==> config.mk <==
export PLATFORM = sky130hd
export DESIGN_NAME = ams_input_select
export DESIGN_NICKNAME = d
export VERILOG_FILES = /design/src/rtl/ams_pkg.sv /design/src/rtl/ams_scan_next.sv /design/src/rtl/ams_input_select.sv
export SDC_FILE = /design/constraint.sdc
export NUM_CORES = 1
export LEC_CHECK = 0
export BUFFER_PORTS_ARGS = -buffer_cell sky130_fd_sc_hd__buf_2
export CAP_MARGIN = 30
export CORE_UTILIZATION = 59
export DETAILED_ROUTE_END_ITERATION = 10
export PLACE_DENSITY = 0.95
export SLEW_MARGIN = 5
export SYNTH_ARGS = -nofsm -noshare
export SYNTH_HDL_FRONTEND = slang
export SYNTH_SLANG_ARGS = --single-unit
==> constraint.sdc <==
create_clock -name core_clk_i -period 4.8 [get_ports core_clk_i]
set_input_delay 0.48 -clock core_clk_i [delete_from_list [all_inputs] [get_ports core_clk_i]]
set_output_delay 0.48 -clock core_clk_i [all_outputs]
set_load 0.01 [all_outputs]
==> src/rtl/ams_pkg.sv <==
// package for the converter input-selection block: register map, field layout,
// reset values and the multiplexer select bundle.
// assumes a 16-bit register port with word indices and a single core clock.
package ams_pkg;

    // register port shape
    localparam int unsigned AMS_ADDR_W = 3;
    localparam int unsigned AMS_DATA_W = 16;

    // register indices
    localparam logic [2:0] AMS_ADDR_CH123  = 3'h0;
    localparam logic [2:0] AMS_ADDR_CH0    = 3'h1;
    localparam logic [2:0] AMS_ADDR_SCAN   = 3'h2;
    localparam logic [2:0] AMS_ADDR_PIN_DIGITAL_MODE_BITS   = 3'h3;
    localparam logic [2:0] AMS_ADDR_CTRL   = 3'h4;
    localparam logic [2:0] AMS_ADDR_STATUS = 3'h5;

    // implemented-bit masks: everything else ignores writes and reads zero
    localparam logic [15:0] AMS_CH123_MASK = 16'h0707;
    localparam logic [15:0] AMS_CH0_MASK   = 16'h9f9f;
    localparam logic [15:0] AMS_SCAN_MASK  = 16'h01ff;
    localparam logic [15:0] AMS_PIN_DIGITAL_MODE_BITS_MASK  = 16'h01ff;
    localparam logic [15:0] AMS_CTRL_MASK  = 16'h000f;

    // values after reset
    localparam logic [15:0] AMS_REG_RESET  = 16'h0000;

    // field positions in the group select register
    localparam int unsigned AMS_GRP_NEG_B_LSB = 9;
    localparam int unsigned AMS_GRP_POS_B     = 8;
    localparam int unsigned AMS_GRP_NEG_A_LSB = 1;
    localparam int unsigned AMS_GRP_POS_A     = 0;

    // field positions in the channel 0 select register
    localparam int unsigned AMS_FIRST_NEG_B     = 15;
    localparam int unsigned AMS_FIRST_POS_B_LSB = 8;
    localparam int unsigned AMS_FIRST_NEG_A     = 7;
    localparam int unsigned AMS_FIRST_POS_A_LSB = 0;

    // field positions in the control register
    localparam int unsigned AMS_CTRL_RES_MODE = 0;
    localparam int unsigned AMS_CTRL_SCAN_EN  = 1;
    localparam int unsigned AMS_CTRL_ALT      = 2;
    localparam int unsigned AMS_CTRL_DISABLE  = 3;

    // field position in the status register
    localparam int unsigned AMS_STAT_SET_B = 4;

    // analog input count on the larger and the smaller variant
    localparam int unsigned AMS_NUM_AN   = 9;
    localparam int unsigned AMS_SMALL_AN = 6;

    // group negative-select codes
    localparam logic [1:0] AMS_NEG_VREF_0 = 2'h0;
    localparam logic [1:0] AMS_NEG_VREF_1 = 2'h1;
    localparam logic [1:0] AMS_NEG_AN678  = 2'h2;
    localparam logic [1:0] AMS_NEG_RSVD   = 2'h3;

    // which sample set drives the multiplexer
    typedef enum logic
    {
        AMS_SET_A = 1'b0,
        AMS_SET_B = 1'b1
    } ams_set_t;

    // select bundle handed to the analog multiplexer
    typedef struct packed
    {
        logic       set_b;          // set B selects are in force
        logic [3:0] ch0_pos;        // analog input index for channel 0 positive
        logic       ch0_low_ref;    // channel 0 positive takes the low reference
        logic       ch0_neg_an1;    // channel 0 negative is input 1, else negative reference
        logic       grp_pos_upper;  // channels 1..3 positive take inputs 3..5, else 0..2
        logic       grp_neg_an678;  // channels 1..3 negative take inputs 6..8
        logic       ch0_reserved;   // channel 0 positive code has no input
        logic       grp_reserved;   // channels 1..3 code is reserved in this mode
    } ams_mux_sel_t;

endpackage

==> src/rtl/ams_scan_next.sv <==
// next scan position finder for the channel 0 scan sequence.
// assumes a nine-bit include mask and a current index in range 0..8.
`timescale 1ns/1ps

module ams_scan_next
    import ams_pkg::*;
(
    // scan state
    input  wire logic [8:0] mask_i,
    input  wire logic [3:0] cur_i,
    // answer
    output logic      [3:0] next_o
);

    logic [8:0] above;

    // per input: enabled and strictly above the current position
    genvar gi;
    generate
        for (gi = 0; gi < AMS_NUM_AN; gi = gi + 1)
        begin : g_above
            assign above[gi] = mask_i[gi] && (4'(gi) > cur_i);
        end
    endgenerate

    // lowest enabled above the current one, else wrap to lowest enabled
    always_comb
    begin
        next_o = cur_i;
        for (int i = AMS_NUM_AN - 1; i >= 0; i--)
        begin
            if (mask_i[i])
                next_o = 4'(i);
        end
        for (int i = AMS_NUM_AN - 1; i >= 0; i--)
        begin
            if (above[i])
                next_o = 4'(i);
        end
    end

endmodule // ams_scan_next

==> src/rtl/ams_input_select.sv <==
// input-selection control of a multi-channel sample-and-hold converter:
// channel select, scan mask and pin mode registers plus the live mux selects.
// assumes the converter core pulses sample_done_i once per finished sample,
// synchronous to core_clk_i, and a master that never overlaps strobes.
//
// Overview of operation
// resolution mode bit set means 12-bit one channel, clear 10-bit four channels
// group negative select B: 00/01 reference, 10 inputs 6-8 large only, else reserved
// group positive select B: one gives inputs 3-5, zero 0-2, reserved in 12-bit
// group negative select A uses the same coding as set B
// group positive select A: one gives inputs 3-5, zero 0-2, reserved in 12-bit
// channel 0 negative select B: one gives input 1, zero negative reference
// channel 0 positive select B code N routes input N, up to 8 or 5
// channel 0 negative select A: one gives input 1, zero negative reference
// channel 0 positive select A code N routes input N, same range
// unimplemented register bits ignore writes and read zero
// each scan mask bit includes its input in the channel 0 scan
// all mask bits writable; absent scanned input converts the low reference
// pin config bit set makes pin digital, clear keeps it analog
// config bits of absent pins stay read-write but drive nothing
// module disable overrides config bits, all shared pins become digital
// implemented register bits clear to zero at reset
// scan enable makes channel 0 positive in set A follow the scan
// alternate bit set swaps A and B each sample, clear always A
// scan steps to next enabled input upward after each sample, wrapping; code steps only after set A samples
`timescale 1ns/1ps

module ams_input_select
    import ams_pkg::*;
#(
    parameter int unsigned AN_COUNT = AMS_NUM_AN  // 9 on larger variants, 6 on the smallest
)
(
    // clock and reset
    input  wire logic                  core_clk_i,
    input  wire logic                  rstn_i,
    // register port
    input  wire logic [AMS_ADDR_W-1:0] addr_i,
    input  wire logic [AMS_DATA_W-1:0] wr_data_i,
    input  wire logic                  wr_i,
    input  wire logic                  rd_i,
    output logic      [AMS_DATA_W-1:0] rd_data_o,
    // converter core
    input  wire logic                  sample_done_i,
    output ams_mux_sel_t               mux_sel_o,
    output logic      [8:0]            pin_digital_o,
    output logic                       resolution_mode_o
);

    localparam bit LARGE_VARIANT = (AN_COUNT > AMS_SMALL_AN);

    // software-visible registers
    logic [15:0]  ch123_input_select_reg;
    logic [15:0]  ch0_input_select_reg;
    logic [15:0]  scan_input_mask_low_reg;
    logic [15:0]  pin_analog_config_low_reg;
    logic [15:0]  ctrl_reg;
    logic [15:0]  rd_data_reg;

    // sequencing state
    ams_set_t     set_reg;
    ams_set_t     set_next;
    logic [3:0]   scan_ptr_reg;
    logic [3:0]   scan_ptr_next;

    // outputs held in flops
    ams_mux_sel_t mux_sel_reg;
    ams_mux_sel_t mux_sel_next;
    logic [8:0]   pin_dig_reg;
    logic [8:0]   pin_dig_next;

    // decoded control bits
    logic         resolution_mode_bit;
    logic         scan_enable_bit;
    logic         alternate_sample_bit;
    logic         converter_module_disable;
    logic [15:0]  status_word;
    logic [15:0]  rd_mux;

    assign resolution_mode_bit      = ctrl_reg[AMS_CTRL_RES_MODE];
    assign scan_enable_bit          = ctrl_reg[AMS_CTRL_SCAN_EN];
    assign alternate_sample_bit     = ctrl_reg[AMS_CTRL_ALT];
    assign converter_module_disable = ctrl_reg[AMS_CTRL_DISABLE];

    // register writes, masked so unimplemented bits never store
    always_ff @(posedge core_clk_i)
    begin
        if (!rstn_i)
        begin
            ch123_input_select_reg    <= AMS_REG_RESET;
            ch0_input_select_reg      <= AMS_REG_RESET;
            scan_input_mask_low_reg   <= AMS_REG_RESET;
            pin_analog_config_low_reg <= AMS_REG_RESET;
            ctrl_reg                  <= AMS_REG_RESET;
        end
        else if (wr_i)
        begin
            unique case (addr_i)
                AMS_ADDR_CH123: ch123_input_select_reg <= wr_data_i & AMS_CH123_MASK;
                AMS_ADDR_CH0:   ch0_input_select_reg   <= wr_data_i & AMS_CH0_MASK;
                // every mask bit stays writable whatever the variant
                AMS_ADDR_SCAN:  scan_input_mask_low_reg   <= wr_data_i & AMS_SCAN_MASK;
                AMS_ADDR_PIN_DIGITAL_MODE_BITS:  pin_analog_config_low_reg <= wr_data_i & AMS_PIN_DIGITAL_MODE_BITS_MASK;
                AMS_ADDR_CTRL:  ctrl_reg <= wr_data_i & AMS_CTRL_MASK;
                default:        ;  // status and unmapped indices ignore writes
            endcase
        end
    end

    // status word shows the live sample set and scan position
    always_comb
    begin
        status_word                 = 16'h0000;
        status_word[3:0]            = scan_ptr_reg;
        status_word[AMS_STAT_SET_B] = (set_reg == AMS_SET_B);
    end

    // read multiplexer; unmapped indices answer zero
    always_comb
    begin
        unique case (addr_i)
            AMS_ADDR_CH123:  rd_mux = ch123_input_select_reg;
            AMS_ADDR_CH0:    rd_mux = ch0_input_select_reg;
            AMS_ADDR_SCAN:   rd_mux = scan_input_mask_low_reg;
            AMS_ADDR_PIN_DIGITAL_MODE_BITS:   rd_mux = pin_analog_config_low_reg;
            AMS_ADDR_CTRL:   rd_mux = ctrl_reg;
            AMS_ADDR_STATUS: rd_mux = status_word;
            default:         rd_mux = 16'h0000;
        endcase
    end

    // read data stand in the cycle after the strobe only
    always_ff @(posedge core_clk_i)
    begin
        if (!rstn_i)
            rd_data_reg <= 16'h0000;
        else if (rd_i)
            rd_data_reg <= rd_mux;
        else
            rd_data_reg <= 16'h0000;
    end

    // sample set sequencing: toggles per sample only while alternating
    always_comb
    begin
        set_next = set_reg;
        if (!alternate_sample_bit)
            set_next = AMS_SET_A;
        else if (sample_done_i)
            set_next = (set_reg == AMS_SET_A) ? AMS_SET_B : AMS_SET_A;
    end

    always_ff @(posedge core_clk_i)
    begin
        if (!rstn_i)
            set_reg <= AMS_SET_A;
        else
            set_reg <= set_next;
    end

    // next enabled scan position above the current one
    ams_scan_next ams_scan_next_inst
    (
        .mask_i (scan_input_mask_low_reg[8:0]),
        .cur_i  (scan_ptr_reg),
        .next_o (scan_ptr_next)
    );

    // scan advances only after a set A sample, since set B never scans
    always_ff @(posedge core_clk_i)
    begin
        if (!rstn_i)
            scan_ptr_reg <= 4'h0;
        else if (scan_enable_bit && sample_done_i && (set_reg == AMS_SET_A))
            scan_ptr_reg <= scan_ptr_next;
    end

    // decode the selects of whichever set is in force
    always_comb
    begin
        logic [4:0] pos_code;
        logic [1:0] neg_code;
        logic       pos_bit;
        logic       scanning;
        logic       present;
        pos_code     = 5'h00;
        neg_code     = 2'h0;
        pos_bit      = 1'b0;
        scanning     = 1'b0;
        present      = 1'b0;
        mux_sel_next = '0;
        mux_sel_next.set_b = (set_reg == AMS_SET_B);

        if (set_reg == AMS_SET_A)
        begin
            scanning = scan_enable_bit;
            pos_code = scanning ? {1'b0, scan_ptr_reg}
                                : ch0_input_select_reg[AMS_FIRST_POS_A_LSB +: 5];
            mux_sel_next.ch0_neg_an1 = ch0_input_select_reg[AMS_FIRST_NEG_A];
            neg_code = ch123_input_select_reg[AMS_GRP_NEG_A_LSB +: 2];
            pos_bit  = ch123_input_select_reg[AMS_GRP_POS_A];
        end
        else
        begin
            pos_code = ch0_input_select_reg[AMS_FIRST_POS_B_LSB +: 5];
            mux_sel_next.ch0_neg_an1 = ch0_input_select_reg[AMS_FIRST_NEG_B];
            neg_code = ch123_input_select_reg[AMS_GRP_NEG_B_LSB +: 2];
            pos_bit  = ch123_input_select_reg[AMS_GRP_POS_B];
        end

        // channel 0 positive: code N is input N when the variant has it
        present = (pos_code < 5'(AN_COUNT));
        mux_sel_next.ch0_pos      = present ? pos_code[3:0] : 4'h0;
        mux_sel_next.ch0_low_ref  = scanning && !present;
        mux_sel_next.ch0_reserved = !scanning && !present;

        // channels 1..3 only exist in 10-bit mode
        mux_sel_next.grp_pos_upper = !resolution_mode_bit && pos_bit;
        mux_sel_next.grp_neg_an678 = !resolution_mode_bit && LARGE_VARIANT
                                     && (neg_code == AMS_NEG_AN678);
        mux_sel_next.grp_reserved  = resolution_mode_bit
                                     || (neg_code == AMS_NEG_RSVD)
                                     || ((neg_code == AMS_NEG_AN678) && !LARGE_VARIANT);
    end

    // pin mode per input; absent pins never switch anything
    genvar gp;
    generate
        for (gp = 0; gp < AMS_NUM_AN; gp = gp + 1)
        begin : g_pin
            if (gp < AN_COUNT)
            begin : g_present
                // disable forces digital so a powered-down converter never loads a pin
                assign pin_dig_next[gp] = converter_module_disable
                                          || pin_analog_config_low_reg[gp];
            end
            else
            begin : g_absent
                assign pin_dig_next[gp] = 1'b0;
            end
        end
    endgenerate

    // output flops: selects follow the live set one cycle later
    always_ff @(posedge core_clk_i)
    begin
        if (!rstn_i)
        begin
            mux_sel_reg <= '0;
            pin_dig_reg <= 9'h000;
        end
        else
        begin
            mux_sel_reg <= mux_sel_next;
            pin_dig_reg <= pin_dig_next;
        end
    end

    // mode flop copy so the output comes straight from a flop
    logic res_mode_reg;

    always_ff @(posedge core_clk_i)
    begin
        if (!rstn_i)
            res_mode_reg <= 1'b0;
        else
            res_mode_reg <= resolution_mode_bit;
    end

    assign rd_data_o         = rd_data_reg;
    assign mux_sel_o         = mux_sel_reg;
    assign pin_digital_o     = pin_dig_reg;
    assign resolution_mode_o = res_mode_reg;

endmodule // ams_input_select

Yosys cells after proc, flatten, opt, wreduce, memory -nomap -nowiden
Index checks and enable logic that the tools add are counted.
W data, S select, Z words.
- $lt $le $gt $ge: 10
- eq/ne operators: 7
- multiplexer cells: 26
- bitwise gates (word level): 1
- reduce and logical (&&, ||, !) cells: 39
- operator list (kind ; count):
    $pmux W16 S6 ; 1
    $mux W4 ; 18
    $reduce_and A2 Y1 ; 9
    $reduce_bool A18 Y1 ; 1
    $gt A3 B4 Y1 const A ; 4
    $logic_and A1 B1 Y1 ; 15
    $logic_or A1 B1 Y1 ; 10
    $mux W5 ; 2
    $gt A1 B4 Y1 const A ; 2
    $gt A2 B4 Y1 const A ; 2
    $eq A3 B2 Y1 const B ; 2
    $eq A3 B3 Y1 const B ; 2
    $lt A5 B4 Y1 const B ; 1
    $eq A2 B2 Y1 const B ; 2
    $gt A4 B4 Y1 const A ; 1
    $mux W1 ; 4
    $eq A3 B1 Y1 const B ; 1
    $logic_not A1 Y1 ; 3
    $logic_not A3 Y1 ; 1
    $mux W2 ; 1
    $not A1 Y1 ; 1
- bits in registers: 82
- input port bits: 24
- word-level logic and storage cells: 101

Longest topological paths before layout
Gate-level depths: netlist of the first run.
- word-level depth: 18
- depth in mapped cells: 7

By module
Synthesis of the first run repeated with hierarchy kept, for this count alone.
- cells, all modules: 396
- area total of the unflattened synthesis: 3613.5 um^2
- by module, submodules not included (module ; instances ; cells each ; area an instance (um^2) ; sequential area each (um^2)):
    ams_input_select ; 1 ; 341 ; 3283.1 ; 1601.5
    ams_scan_next ; 1 ; 55 ; 330.3 ; 0.0

Worst setup path after synthesis of the first run
OpenSTA, ideal clock, no wires.
- path kind: input to register
- start: input addr_i[0]
- end: register pin_analog_config_low_reg[0]
- library setup time: 0.132 ns
- arrival time: 1.592 ns
- required time: 4.668 ns
- slack: 3.075 ns
- stages: 6
- path buffers: 3
- cells stage by stage: buf_2 -> buf_1 -> buf_2 -> nand3_1 -> nand2_1 -> a21oi_1
- word-level cells in the longest chain between the ends: 2
- RTL lines (element ; RTL line ; text):
    start, declared ; ams_input_select.sv:38 ; input wire logic [AMS_ADDR_W-1:0] addr_i,
    $eq A3 B2 Y1 ; ams_input_select.sv:98 ; unique case (addr_i)
    $reduce_and A2 Y1 (no source line) ; -- ;
    end signal, assigned ; ams_input_select.sv:103 ; AMS_ADDR_PIN_DIGITAL_MODE_BITS: pin_analog_config_low_reg <= wr_data_i & AMS_PIN_DIGITAL_MODE_BITS_MASK;
    end, declared ; ams_input_select.sv:56 ; logic [15:0] pin_analog_config_low_reg;
Every way passes these cells.
A chain may end at the register's enable or synchronous reset.

Worst setup path in the final report of the first run
- start: register scan_input_mask_low_reg[4]
- end: register scan_ptr_reg[1]
- word-level cells in the longest chain between the ends: 14
- RTL lines (element ; RTL line ; text):
    start, declared ; ams_input_select.sv:55 ; logic [15:0] scan_input_mask_low_reg;
    start signal, assigned ; ams_input_select.sv:102 ; AMS_ADDR_SCAN: scan_input_mask_low_reg <= wr_data_i & AMS_SCAN_MASK;
    $mux W4 (5 in a row) ; ams_scan_next.sv:32 ; if (mask_i[i])
    $mux W4 (9 in a row) ; ams_scan_next.sv:37 ; if (above[i])
    end signal, assigned ; ams_input_select.sv:175 ; scan_ptr_reg <= scan_ptr_next;
    end, declared ; ams_input_select.sv:63 ; logic [3:0] scan_ptr_reg;
Parallel ways exist; a longest one is shown, timed or not.

==> results of run 1 <==
## report_power, final
part / internal (mW) / total (mW) / switching [mW]
clock network: 0.239 / 0.475 / 0.237
registers: 0.673 / 0.684 / 0.0101
logic: 0.0323 / 0.0874 / 0.0551
total: 0.944 / 1.25 / 0.302
## cells in the mapped netlist (all sizes together), types with 5 or more instances
| master | n |
|---|---|
| o21ai | 9 |
| mux2 | 8 |
| a22oi | 6 |
| dfxtp | 80 |
| nand3 | 6 |
| mux2i | 24 |
| inv | 5 |
| nor2b | 8 |
| a31oi | 6 |
| nor3b | 5 |
| nor2 | 56 |
| clkbuf | 16 |
| nand2 | 73 |
| a21oi | 36 |
| and2 | 7 |
| buf | 12 |
## worst max-delay path: cells and delay by family (launching register included)
family,cells,cell delay [ns]
AOI/OAI and AO/OA,2,0.61
DFF,1,0.41
muxes,1,0.14
and+or+nand+nor,1,0.61
## per-layer routing
layer	vias to the layer above	wire length (um)
li1	1428	-
met1	1413	3210
met2	155	4170
met3	20	689
met4	0	195
met5	-	0
## cell families (layout without fill, tap and decap cells)
logic type	after synthesis	after routing	share of synthesized area, %
AND/OR/NAND/NOR	176	176	23.5
buffers and inverters	34	76	4.58
flip-flops	80	80	47.2
other	1	2	0.111
multiplexers	34	34	11.1
XOR/XNOR	1	1	0.258
AO/OA/AOI/OAI	73	73	13.3
## path summary, 6_finish.rpt
kind	start	endpoint	slack (ns)	depth (start not counted)
worst max register to register	scan_input_mask_low_reg[4]$_SDFFE_PN0P_	scan_ptr_reg[1]$_SDFFE_PN0P_	2.94	4
worst min-delay path	wr_data_i[6]	scan_input_mask_low_reg[6]$_SDFFE_PN0P_	0.37	3
worst max-delay path	scan_input_mask_low_reg[4]$_SDFFE_PN0P_	scan_ptr_reg[1]$_SDFFE_PN0P_	2.94	4
worst min register to register	ch0_input_select_reg[2]$_SDFFE_PN0P_	ch0_input_select_reg[2]$_SDFFE_PN0P_	0.48	2
## cell type report
cell class,count,area share (%)
Multi-Input combinational cell,286,42.9
Tap cell,72,2.36
Clock buffer,10,3.35
Inverter,5,0.492
Sequential cell,80,42.0
Timing Repair Buffer,56,7.35
Clock inverter,5,1.51
## stage by stage
step,hold WS (ns),utilization [%],setup WS (ns)
final,0.372,69.3,2.94
after global routing,0.369,69.3,2.82
after CTS,0.367,69.3,2.95
after detailed placement,0.471,65.9,2.76
after global placement,0.454,65.9,2.80
after floorplan,0.444,-,3.08
==> impl_metrics.ini, run 1 <==
[run_status]
outcome = finished clean

[cts]
post_cts_resize_count = 0
post_cts.repair.setup_buffers = 0
clock_tree.htree_level_count = 3
clk_root_buffer_cell = sky130_fd_sc_hd__clkbuf_8
path_clk_slew_ns = 0.08
cts-root-to-sink-buffers = 2
tritoncts_clock_tree = yes
clk-insertion-delay-late_ns = 0.35
cts.sinks = 80
tritoncts.num_buffers = 9
holdBufCountCts = 0

[grt]
grt_max_degree = 56
grt_overflow = 0
use_met3_pct = 8.35
grt_pass1_vias = 2741
antenna_found_initial = 0
grtUsageMet1_pct = 33.3
global_route.peak_usage_layer = met2
grt_util_all_layers_pct = 28.3
met2_usage_pct = 47.5
global_route_wire_length_before_repair_mm = 13.1

[placement]
hpwl_mm = 5.63
dpl.cell_count = 499
detailed_place.area_sq_mm = 0.00363
gp_congestion = 0.870
portBuffers = 56

[cells_and_area]
syn2layout_area_growth_pct = 12.5
multi_input_area_sq_mm = 0.00164
fillers = 402
mostFrequentLayoutCells = sky130_fd_sc_hd__dfxtp_1, sky130_fd_sc_hd__nand2_1, sky130_fd_sc_hd__buf_2
stdcell_area_sq_mm = 0.00381
final_cells = 514
num-nets-final = 462
num_antenna_cells = 0
drive_above_1_share_pct = 20.1
largest_register_ffs = 14
layout.area.seq_sq_mm = 0.00160
layout.cells.most_common = sky130_fd_sc_hd__dfxtp_1

[sta]
finalMaxSlewViolations = 0
max_clock_freq_mhz = 537
fin_tns_setup_ns = 0
rsz_0062_raised_after_global_routing = no
finalWorstPathRequiredPeriod_ns = 1.86
setup_violations = 0
final-hold-violation-count = 0
timing_worst_slew_pin_value_ns = 0.892
worst_clock_skew_ns = 0.0108
max_slew_margin_pct = 40.5
finalCritPeriodShare_pct = 38.8

[floorplanning]
ios = 61
die_area_sq_mm = 0.00605
effective_utilization_at_floorplan_pct = 61.6
std_cell_rows = 27
core-area_sq_mm = 0.00551
dieHeight_um = 77.8
die_w_um = 77.8

[detailed_routing]
drt-pass1-iter-count = 7
route.detailed.drc = 0
drt-total-wl_mm = 8.26
wire_length_per_cell_um = 16.1
post_drt_via_cell_ratio = 5.87
postRouteAntennaNets = 0
detailroute.via_count = 3016
dr.first_iter.drc_count = 310

[yosys]
netlist_area_before_placement_sq_mm = 0.00339
synth_sequential_area_ratio_pct = 47.2
yosysWarningCount = 0
synthTopCellsByArea = sky130_fd_sc_hd__dfxtp_1, sky130_fd_sc_hd__nand2_1, sky130_fd_sc_hd__mux2i_1, sky130_fd_sc_hd__nor2_1, sky130_fd_sc_hd__a21oi_1
ys_async_sr_fraction_pct = 0
seq_cells_post_synth = 80
dominant_synthesized_flop_cell = sky130_fd_sc_hd__dfxtp_1
netlist-cell-type-count = 50
synth_enable_flop_cells = 0
syn_inst = 399
syn_avg_cell_area_sq_um = 8.50
synth_largest_type_area_fraction_pct = 47.2
yosys.area.top_type = sky130_fd_sc_hd__dfxtp_1

[worst_setup_path]
worst_setup_path_end_kind = flop
cpMaxStageDelayCell = sky130_fd_sc_hd__or4_4
crit_type = reg2reg
critical_path.cell_chain = or4_4 -> o311a_1 -> mux2i_1 -> a311oi_1
crit_path_max_incr_delay_ns = 0.61
biggest_fanout_along_the_worst_timing_path = 8
cp.required_ns = 5.05
critPathLaunchType = flop
timing.critical_path.arrival_ns = 2.12

[power_and_ir_drop]
vdd_ir_drop_max_v = 0.000187
power_density_mw_per_mm2 = 327
fin_total_pwr_mw = 1.25
power.leakage_nw = 1.51

[job]
max_cap_viol_count = 0

[worst_hold_path]
hold_path.class = in2reg
No activity file was read; power rests on OpenSTA's default activity.
==> run 2: changes to the inputs <==
--- a/config.mk
+++ b/config.mk
@@ -5,11 +5,12 @@
 export SDC_FILE = /design/constraint.sdc
 export NUM_CORES = 1
 export LEC_CHECK = 0
+export ABC_AREA = 1
 export BUFFER_PORTS_ARGS = -buffer_cell sky130_fd_sc_hd__buf_2
 export CAP_MARGIN = 30
-export CORE_UTILIZATION = 59
+export CORE_UTILIZATION = 54
 export DETAILED_ROUTE_END_ITERATION = 10
-export PLACE_DENSITY = 0.95
+export PLACE_DENSITY = 0.9
 export SLEW_MARGIN = 5
 export SYNTH_ARGS = -nofsm -noshare
 export SYNTH_HDL_FRONTEND = slang
==> constraint.sdc (replaced) <==
create_clock -name core_clk_i -period 1.8 [get_ports core_clk_i]
set_input_delay 0.18 -clock core_clk_i [delete_from_list [all_inputs] [get_ports core_clk_i]]
set_output_delay 0.18 -clock core_clk_i [all_outputs]
set_load 0.01 [all_outputs]
==> impl_metrics.ini, run 2 <==
[worst_hold_path]
hold_path_startpoint = rd_i
hold_path_end = rd_data_o[7]$_SDFF_PN0_
hold_path.class = in2reg
timing.hold.worst_path_depth = 3

[sta]
worst_clock_skew_ns = 0.00662
fin_tns_setup_ns = 0
setup_violations = 0
finalCritPeriodShare_pct = 85.1
max_slew_margin_pct = 54.5
final-hold-violation-count = 0
finalWorstPathRequiredPeriod_ns = 1.53
timing_worst_slew_pin_value_ns = 0.665
rsz_0062_raised_after_global_routing = no
layout_setup_ws_ns = 0.269
max_clock_freq_mhz = 653
finalMaxSlewViolations = 0

[cts]
holdBufCountCts = 0
path_clk_slew_ns = 0.08
post_cts_resize_count = 0
post_cts.repair.setup_buffers = 0
cts.sinks = 80
clock_tree.htree_level_count = 3
tritoncts_clock_tree = yes
clk_root_buffer_cell = sky130_fd_sc_hd__clkbuf_8
cts-root-to-sink-buffers = 2
clk-insertion-delay-late_ns = 0.36
tritoncts.num_buffers = 9

[worst_setup_path]
timing.critical_path.arrival_ns = 1.76
crit_type = reg2reg
r2r_start = scan_ptr_reg[2]$_SDFFE_PN0P_
r2r_slack_ns = 0.27
cell_count_of_the_worst_reg_to_reg_path = 9
cp.required_ns = 2.03
biggest_fanout_along_the_worst_timing_path = 7
reg2reg_to = scan_ptr_reg[1]$_SDFFE_PN0P_
worst_setup_path_end_kind = flop
critPathLaunchType = flop

[detailed_routing]
dr.first_iter.drc_count = 301
wire_length_per_cell_um = 14.8
postRouteAntennaNets = 0
drt-total-wl_mm = 8.09
route.detailed.drc = 0
drt-pass1-iter-count = 5
post_drt_via_cell_ratio = 5.52
detailroute.via_count = 3007

[yosys]
synth_largest_type_area_fraction_pct = 50.5
synth.cells.most_frequent = sky130_fd_sc_hd__dfxtp_1, sky130_fd_sc_hd__inv_1, sky130_fd_sc_hd__a21oi_1, sky130_fd_sc_hd__nand2_1, sky130_fd_sc_hd__o21ai_0
dominant_synthesized_flop_cell = sky130_fd_sc_hd__dfxtp_1
syn_avg_cell_area_sq_um = 7.68
most_frequent_cell_after_synthesis = sky130_fd_sc_hd__dfxtp_1
yosys.area.top_type = sky130_fd_sc_hd__dfxtp_1
netlist-cell-type-count = 32
yosysWarningCount = 0
seq_cells_post_synth = 80
netlist_area_before_placement_sq_mm = 0.00317
synthTopCellsByArea = sky130_fd_sc_hd__dfxtp_1, sky130_fd_sc_hd__a21oi_1, sky130_fd_sc_hd__o21ai_0, sky130_fd_sc_hd__inv_1, sky130_fd_sc_hd__nand2_1
synth_sequential_area_ratio_pct = 50.5
synth_enable_flop_cells = 0
ys_async_sr_fraction_pct = 0
syn_inst = 413

[cells_and_area]
num_antenna_cells = 0
layout.cells.most_common = sky130_fd_sc_hd__dfxtp_1
largest_register_ffs = 14
drive_above_1_share_pct = 19.0
num-nets-final = 492
final_cells = 545
final_core_util_pct = 66.0
mostFrequentLayoutCells = sky130_fd_sc_hd__dfxtp_1, sky130_fd_sc_hd__inv_1, sky130_fd_sc_hd__buf_2
syn2layout_area_growth_pct = 16.0

[placement]
hpwl_mm = 5.82
pre_cts_slack_ns = 0.285
gp_congestion = 0.947
portBuffers = 56
dpl.cell_count = 529

[job]
max_cap_viol_count = 0

[power_and_ir_drop]
power.leakage_nw = 1.65
power_density_mw_per_mm2 = 939
proportion_of_power_drawn_by_combinational_gates_pct = 8.8
fin_total_pwr_mw = 3.46
p_int_mw = 2.56
p_clk_share_pct = 37.9
net_switching_power_of_the_design_uw = 900
switching_share_pct = 26.0
power_frac_seq_pct = 53.3
vdd_ir_drop_max_v = 0.000656

[grt]
grt_pass1_vias = 2717
global_route_wire_length_before_repair_mm = 12.8
grt_max_degree = 46
grt_overflow = 0
antenna_found_initial = 0
grt_util_all_layers_pct = 27.2

[run_status]
outcome = finished clean

[floorplanning]
ios = 61
std_cell_rows = 27
effective_utilization_at_floorplan_pct = 56.9
dieHeight_um = 78.6
die_area_sq_mm = 0.00618
core-area_sq_mm = 0.00557
die_w_um = 78.6
==> run 2: kinds of logic after synthesis <==
group / Yosys count / share of synthesized area, %
compound gates: 131 / 22.7
buf+inv: 78 / 10.1
other cells: 1 / 0.118
simple gates: 123 / 16.6
flops: 80 / 50.5
==> run 2: worst max-delay path, stage by stage (launching register included) <==
cell and delay (ns):
sky130_fd_sc_hd__dfxtp_1 0.52, sky130_fd_sc_hd__nand2_1 0.13, sky130_fd_sc_hd__o211ai_1 0.21, sky130_fd_sc_hd__nand2_1 0.08, sky130_fd_sc_hd__inv_1 0.09, sky130_fd_sc_hd__o21ai_0 0.09
sky130_fd_sc_hd__nand2_1 0.07, sky130_fd_sc_hd__nand3_1 0.06, sky130_fd_sc_hd__nand2_1 0.10, sky130_fd_sc_hd__a21oi_2 0.05
==> run 2: routing by layer <==
| metal | share of wire, % | up-vias | global-route usage [%] |
|---|---|---|---|
| li1 | - | 1472 | - |
| met1 | 41 | 1345 | 35.2 |
| met2 | 47 | 163 | 42.7 |
| met3 | 9.4 | 27 | 4.19 |
| met4 | 3.1 | 0 | 15.9 |
| met5 | 0 | - | 0 |
==> run 2: cell type report <==
cell class | count | area [sq um]
Tap cell | 72 | 90.1
Fill cell | 484 | 1890
Sequential cell | 80 | 1600
Multi-Input combinational cell | 256 | 1250
Timing Repair Buffer | 60 | 310
Inverter | 61 | 229
Clock inverter | 7 | 70.1
Clock buffer | 9 | 124
==> run 2: worst max-delay path by stage <==
stage,startpoint,endpoint
2_1_floorplan,ctrl_reg[1]$_SDFFE_PN0P_,mux_sel_o[6]$_SDFF_PN0_
4_1_cts,set_reg$_SDFFE_PN0P_,scan_ptr_reg[1]$_SDFFE_PN0P_
6_report,scan_ptr_reg[2]$_SDFFE_PN0P_,scan_ptr_reg[1]$_SDFFE_PN0P_
3_3_place_gp,scan_ptr_reg[2]$_SDFFE_PN0P_,scan_ptr_reg[1]$_SDFFE_PN0P_
5_1_grt,scan_ptr_reg[2]$_SDFFE_PN0P_,scan_ptr_reg[1]$_SDFFE_PN0P_
3_5_place_dp,addr_i[2],pin_analog_config_low_reg[1]$_SDFFE_PN0P_
==> run 2: per-stage QoR <==
stage          cell area, sq um  hold WS, ns
5_1_grt                    3680       0.0792
3_5_place_dp               3490        0.423
2_1_floorplan              3180        0.306
3_3_place_gp               3490        0.407
6_report                   3680       0.0561
4_1_cts                    3680       0.0596
==> run 2: power groups by stage <==
stage | combinational [mW] | clock [mW] | sequential (mW)
floorplan | 0.190 | 0 | 1.89
global placement | 0.288 | 0 | 1.88
detailed placement | 0.296 | 0 | 1.88
CTS | 0.298 | 1.31 | 1.84
global route | 0.339 | 1.38 | 1.85
finish | 0.304 | 1.31 | 1.84
==> run 3: changes to the inputs <==
--- a/config.mk
+++ b/config.mk
@@ -10,7 +10,7 @@
 export CAP_MARGIN = 30
 export CORE_UTILIZATION = 54
 export DETAILED_ROUTE_END_ITERATION = 10
-export PLACE_DENSITY = 0.9
+export PLACE_DENSITY = 0.78
 export SLEW_MARGIN = 5
 export SYNTH_ARGS = -nofsm -noshare
 export SYNTH_HDL_FRONTEND = slang
==> impl_metrics.ini, run 3 (same netlist as run 2, synthesis figures left out) <==
[power_and_ir_drop]
p_clk_share_pct = 40.5
power_density_mw_per_mm2 = 972
power_frac_seq_pct = 50.9
switching_share_pct = 24.3
vdd_ir_drop_max_v = 0.000597
power.leakage_nw = 1.68
p_int_mw = 2.74
proportion_of_power_drawn_by_combinational_gates_pct = 8.5
net_switching_power_of_the_design_uw = 879

[worst_setup_path]
timing.critical_path.to = mux_sel_o[9]$_SDFF_PN0_
cell_count_of_the_worst_reg_to_reg_path = 9
worstSetupStartpoint = scan_ptr_reg[3]$_SDFFE_PN0P_
reg2reg_to = mux_sel_o[9]$_SDFF_PN0_
biggest_fanout_along_the_worst_timing_path = 5
cp.required_ns = 2.06
r2r_start = scan_ptr_reg[3]$_SDFFE_PN0P_
r2r_slack_ns = 0.30
crit_type = reg2reg
worst_setup_path_end_kind = flop
critPathLaunchType = flop
timing.critical_path.arrival_ns = 1.76

[cells_and_area]
fillers = 491
syn2layout_area_growth_pct = 17.3
num_antenna_cells = 0
final_core_util_pct = 66.8
final_cells = 547
layout.cells.most_common = sky130_fd_sc_hd__dfxtp_1
num-nets-final = 494
drive_above_1_share_pct = 19.2
layout.area.seq_sq_mm = 0.00160
largest_register_ffs = 14
multi_input_area_sq_mm = 0.00125
mostFrequentLayoutCells = sky130_fd_sc_hd__dfxtp_1, sky130_fd_sc_hd__inv_1, sky130_fd_sc_hd__buf_2

[cts]
post_cts.repair.setup_buffers = 0
cts.sinks = 80
cts-root-to-sink-buffers = 2
clk-insertion-delay-late_ns = 0.35
post_cts_resize_count = 0
path_clk_slew_ns = 0.08
tritoncts_clock_tree = yes
clk_root_buffer_cell = sky130_fd_sc_hd__clkbuf_8
clock_tree.htree_level_count = 3
tritoncts.num_buffers = 9
holdBufCountCts = 0

[placement]
hpwl_mm = 5.66
dpl.cell_count = 531
portBuffers = 56
gp_congestion = 0.981
pre_cts_slack_ns = 0.302

[grt]
grtUsageMet1_pct = 37.7
global_route.peak_usage_layer = met2
use_met3_pct = 3.72
grt_overflow = 0
grt_util_all_layers_pct = 27.5
global_route_wire_length_before_repair_mm = 12.7
grt_pass1_vias = 2622
met2_usage_pct = 42.7
grt_max_degree = 50
antenna_found_initial = 0

[sta]
fin_tns_setup_ns = 0
worst_clock_skew_ns = 0.00442
finalCritPeriodShare_pct = 83.6
layout_setup_ws_ns = 0.295
fin_hold_ws_ns = 0.0485
max_clock_freq_mhz = 665
rsz_0062_raised_after_global_routing = no
finalWorstPathRequiredPeriod_ns = 1.50
setup_violations = 0
finalMaxSlewViolations = 0
max_slew_margin_pct = 61.2
final-hold-violation-count = 0
timing_worst_slew_pin_value_ns = 0.567

[detailed_routing]
wire_length_per_cell_um = 14.8
postRouteAntennaNets = 0
detailroute.via_count = 3003
drt-pass1-iter-count = 5
drt-total-wl_mm = 8.09
dr.first_iter.drc_count = 268
post_drt_via_cell_ratio = 5.49
route.detailed.drc = 0

[floorplanning]
std_cell_rows = 27
ios = 61
die_w_um = 78.6
die_area_sq_mm = 0.00618
core-area_sq_mm = 0.00557
dieHeight_um = 78.6
effective_utilization_at_floorplan_pct = 56.9

[job]
max_cap_viol_count = 0

[worst_hold_path]
hold_path.class = in2reg

[run_status]
outcome = finished clean
run 3: cell types whose count changed in the layout (fill, tap and decap cells not counted):
cell | previous run | this run
sky130_fd_sc_hd__clkinv_4 | 1 | 0
sky130_fd_sc_hd__clkinvlp_4 | 1 | 0
sky130_fd_sc_hd__buf_4 | 4 | 6
sky130_fd_sc_hd__clkbuf_8 | 9 | 10
sky130_fd_sc_hd__clkbuf_1 | 0 | 1
sky130_fd_sc_hd__clkinv_2 | 3 | 2
sky130_fd_sc_hd__bufinv_16 | 1 | 2
run 3: worst min-delay path by stage:
stage | from | end | slack, ns | cells after the start
after global routing | wr_data_i[15] | ch0_input_select_reg[15]$_SDFFE_PN0P_ | 0.06 | 3
after detailed placement | wr_data_i[15] | ch0_input_select_reg[15]$_SDFFE_PN0P_ | 0.41 | 3
after global placement | wr_data_i[15] | ch0_input_select_reg[15]$_SDFFE_PN0P_ | 0.41 | 3
final | wr_data_i[15] | ch0_input_select_reg[15]$_SDFFE_PN0P_ | 0.05 | 3
after floorplan | rd_i | rd_data_o[7]$_SDFF_PN0_ | 0.31 | 2
after CTS | wr_data_i[15] | ch0_input_select_reg[15]$_SDFFE_PN0P_ | 0.05 | 3
run 3: metal layers:
metal / wire [um] / vias to the layer above
met3: 600 / 18
met1: 3620 / 1360
met5: 0 / -
met4: 193 / 0
li1: - / 1481
met2: 3680 / 144
run 3: worst max-delay path: stages (launching register included):
cell and delay (ns):
sky130_fd_sc_hd__dfxtp_1 0.41, sky130_fd_sc_hd__inv_1 0.15, sky130_fd_sc_hd__o21ai_0 0.20, sky130_fd_sc_hd__a21oi_1 0.07
sky130_fd_sc_hd__a21oi_1 0.18, sky130_fd_sc_hd__o21ai_1 0.13, sky130_fd_sc_hd__nand3_2 0.10, sky130_fd_sc_hd__nor2_2 0.05
sky130_fd_sc_hd__nand2_1 0.08, sky130_fd_sc_hd__inv_1 0.04
run 3: layout make-up:
class	instances	area share, %
sequential	80	43.0
clock inverter	5	2.12
tap	72	2.42
multi-input combinational	256	33.7
inverter	61	6.15
timing repair buffer	62	8.74
clock buffer	11	3.80
run 3: power groups by stage:
stage	Sequential, mW	Combinational, mW	Clock (mW)
final	1.84	0.309	1.47
after global routing	1.85	0.343	1.54
after CTS	1.84	0.304	1.48
after detailed placement	1.88	0.301	0
after global placement	1.88	0.294	0
after floorplan	1.89	0.190	0
run 3: per-stage QoR:
| stage | instance area, sq um | power, mW |
|---|---|---|
| global placement | 3500 | 2.18 |
| floorplan | 3180 | 2.08 |
| global route | 3720 | 3.73 |
| CTS | 3720 | 3.62 |
| finish | 3720 | 3.62 |
| detailed placement | 3500 | 2.18 |
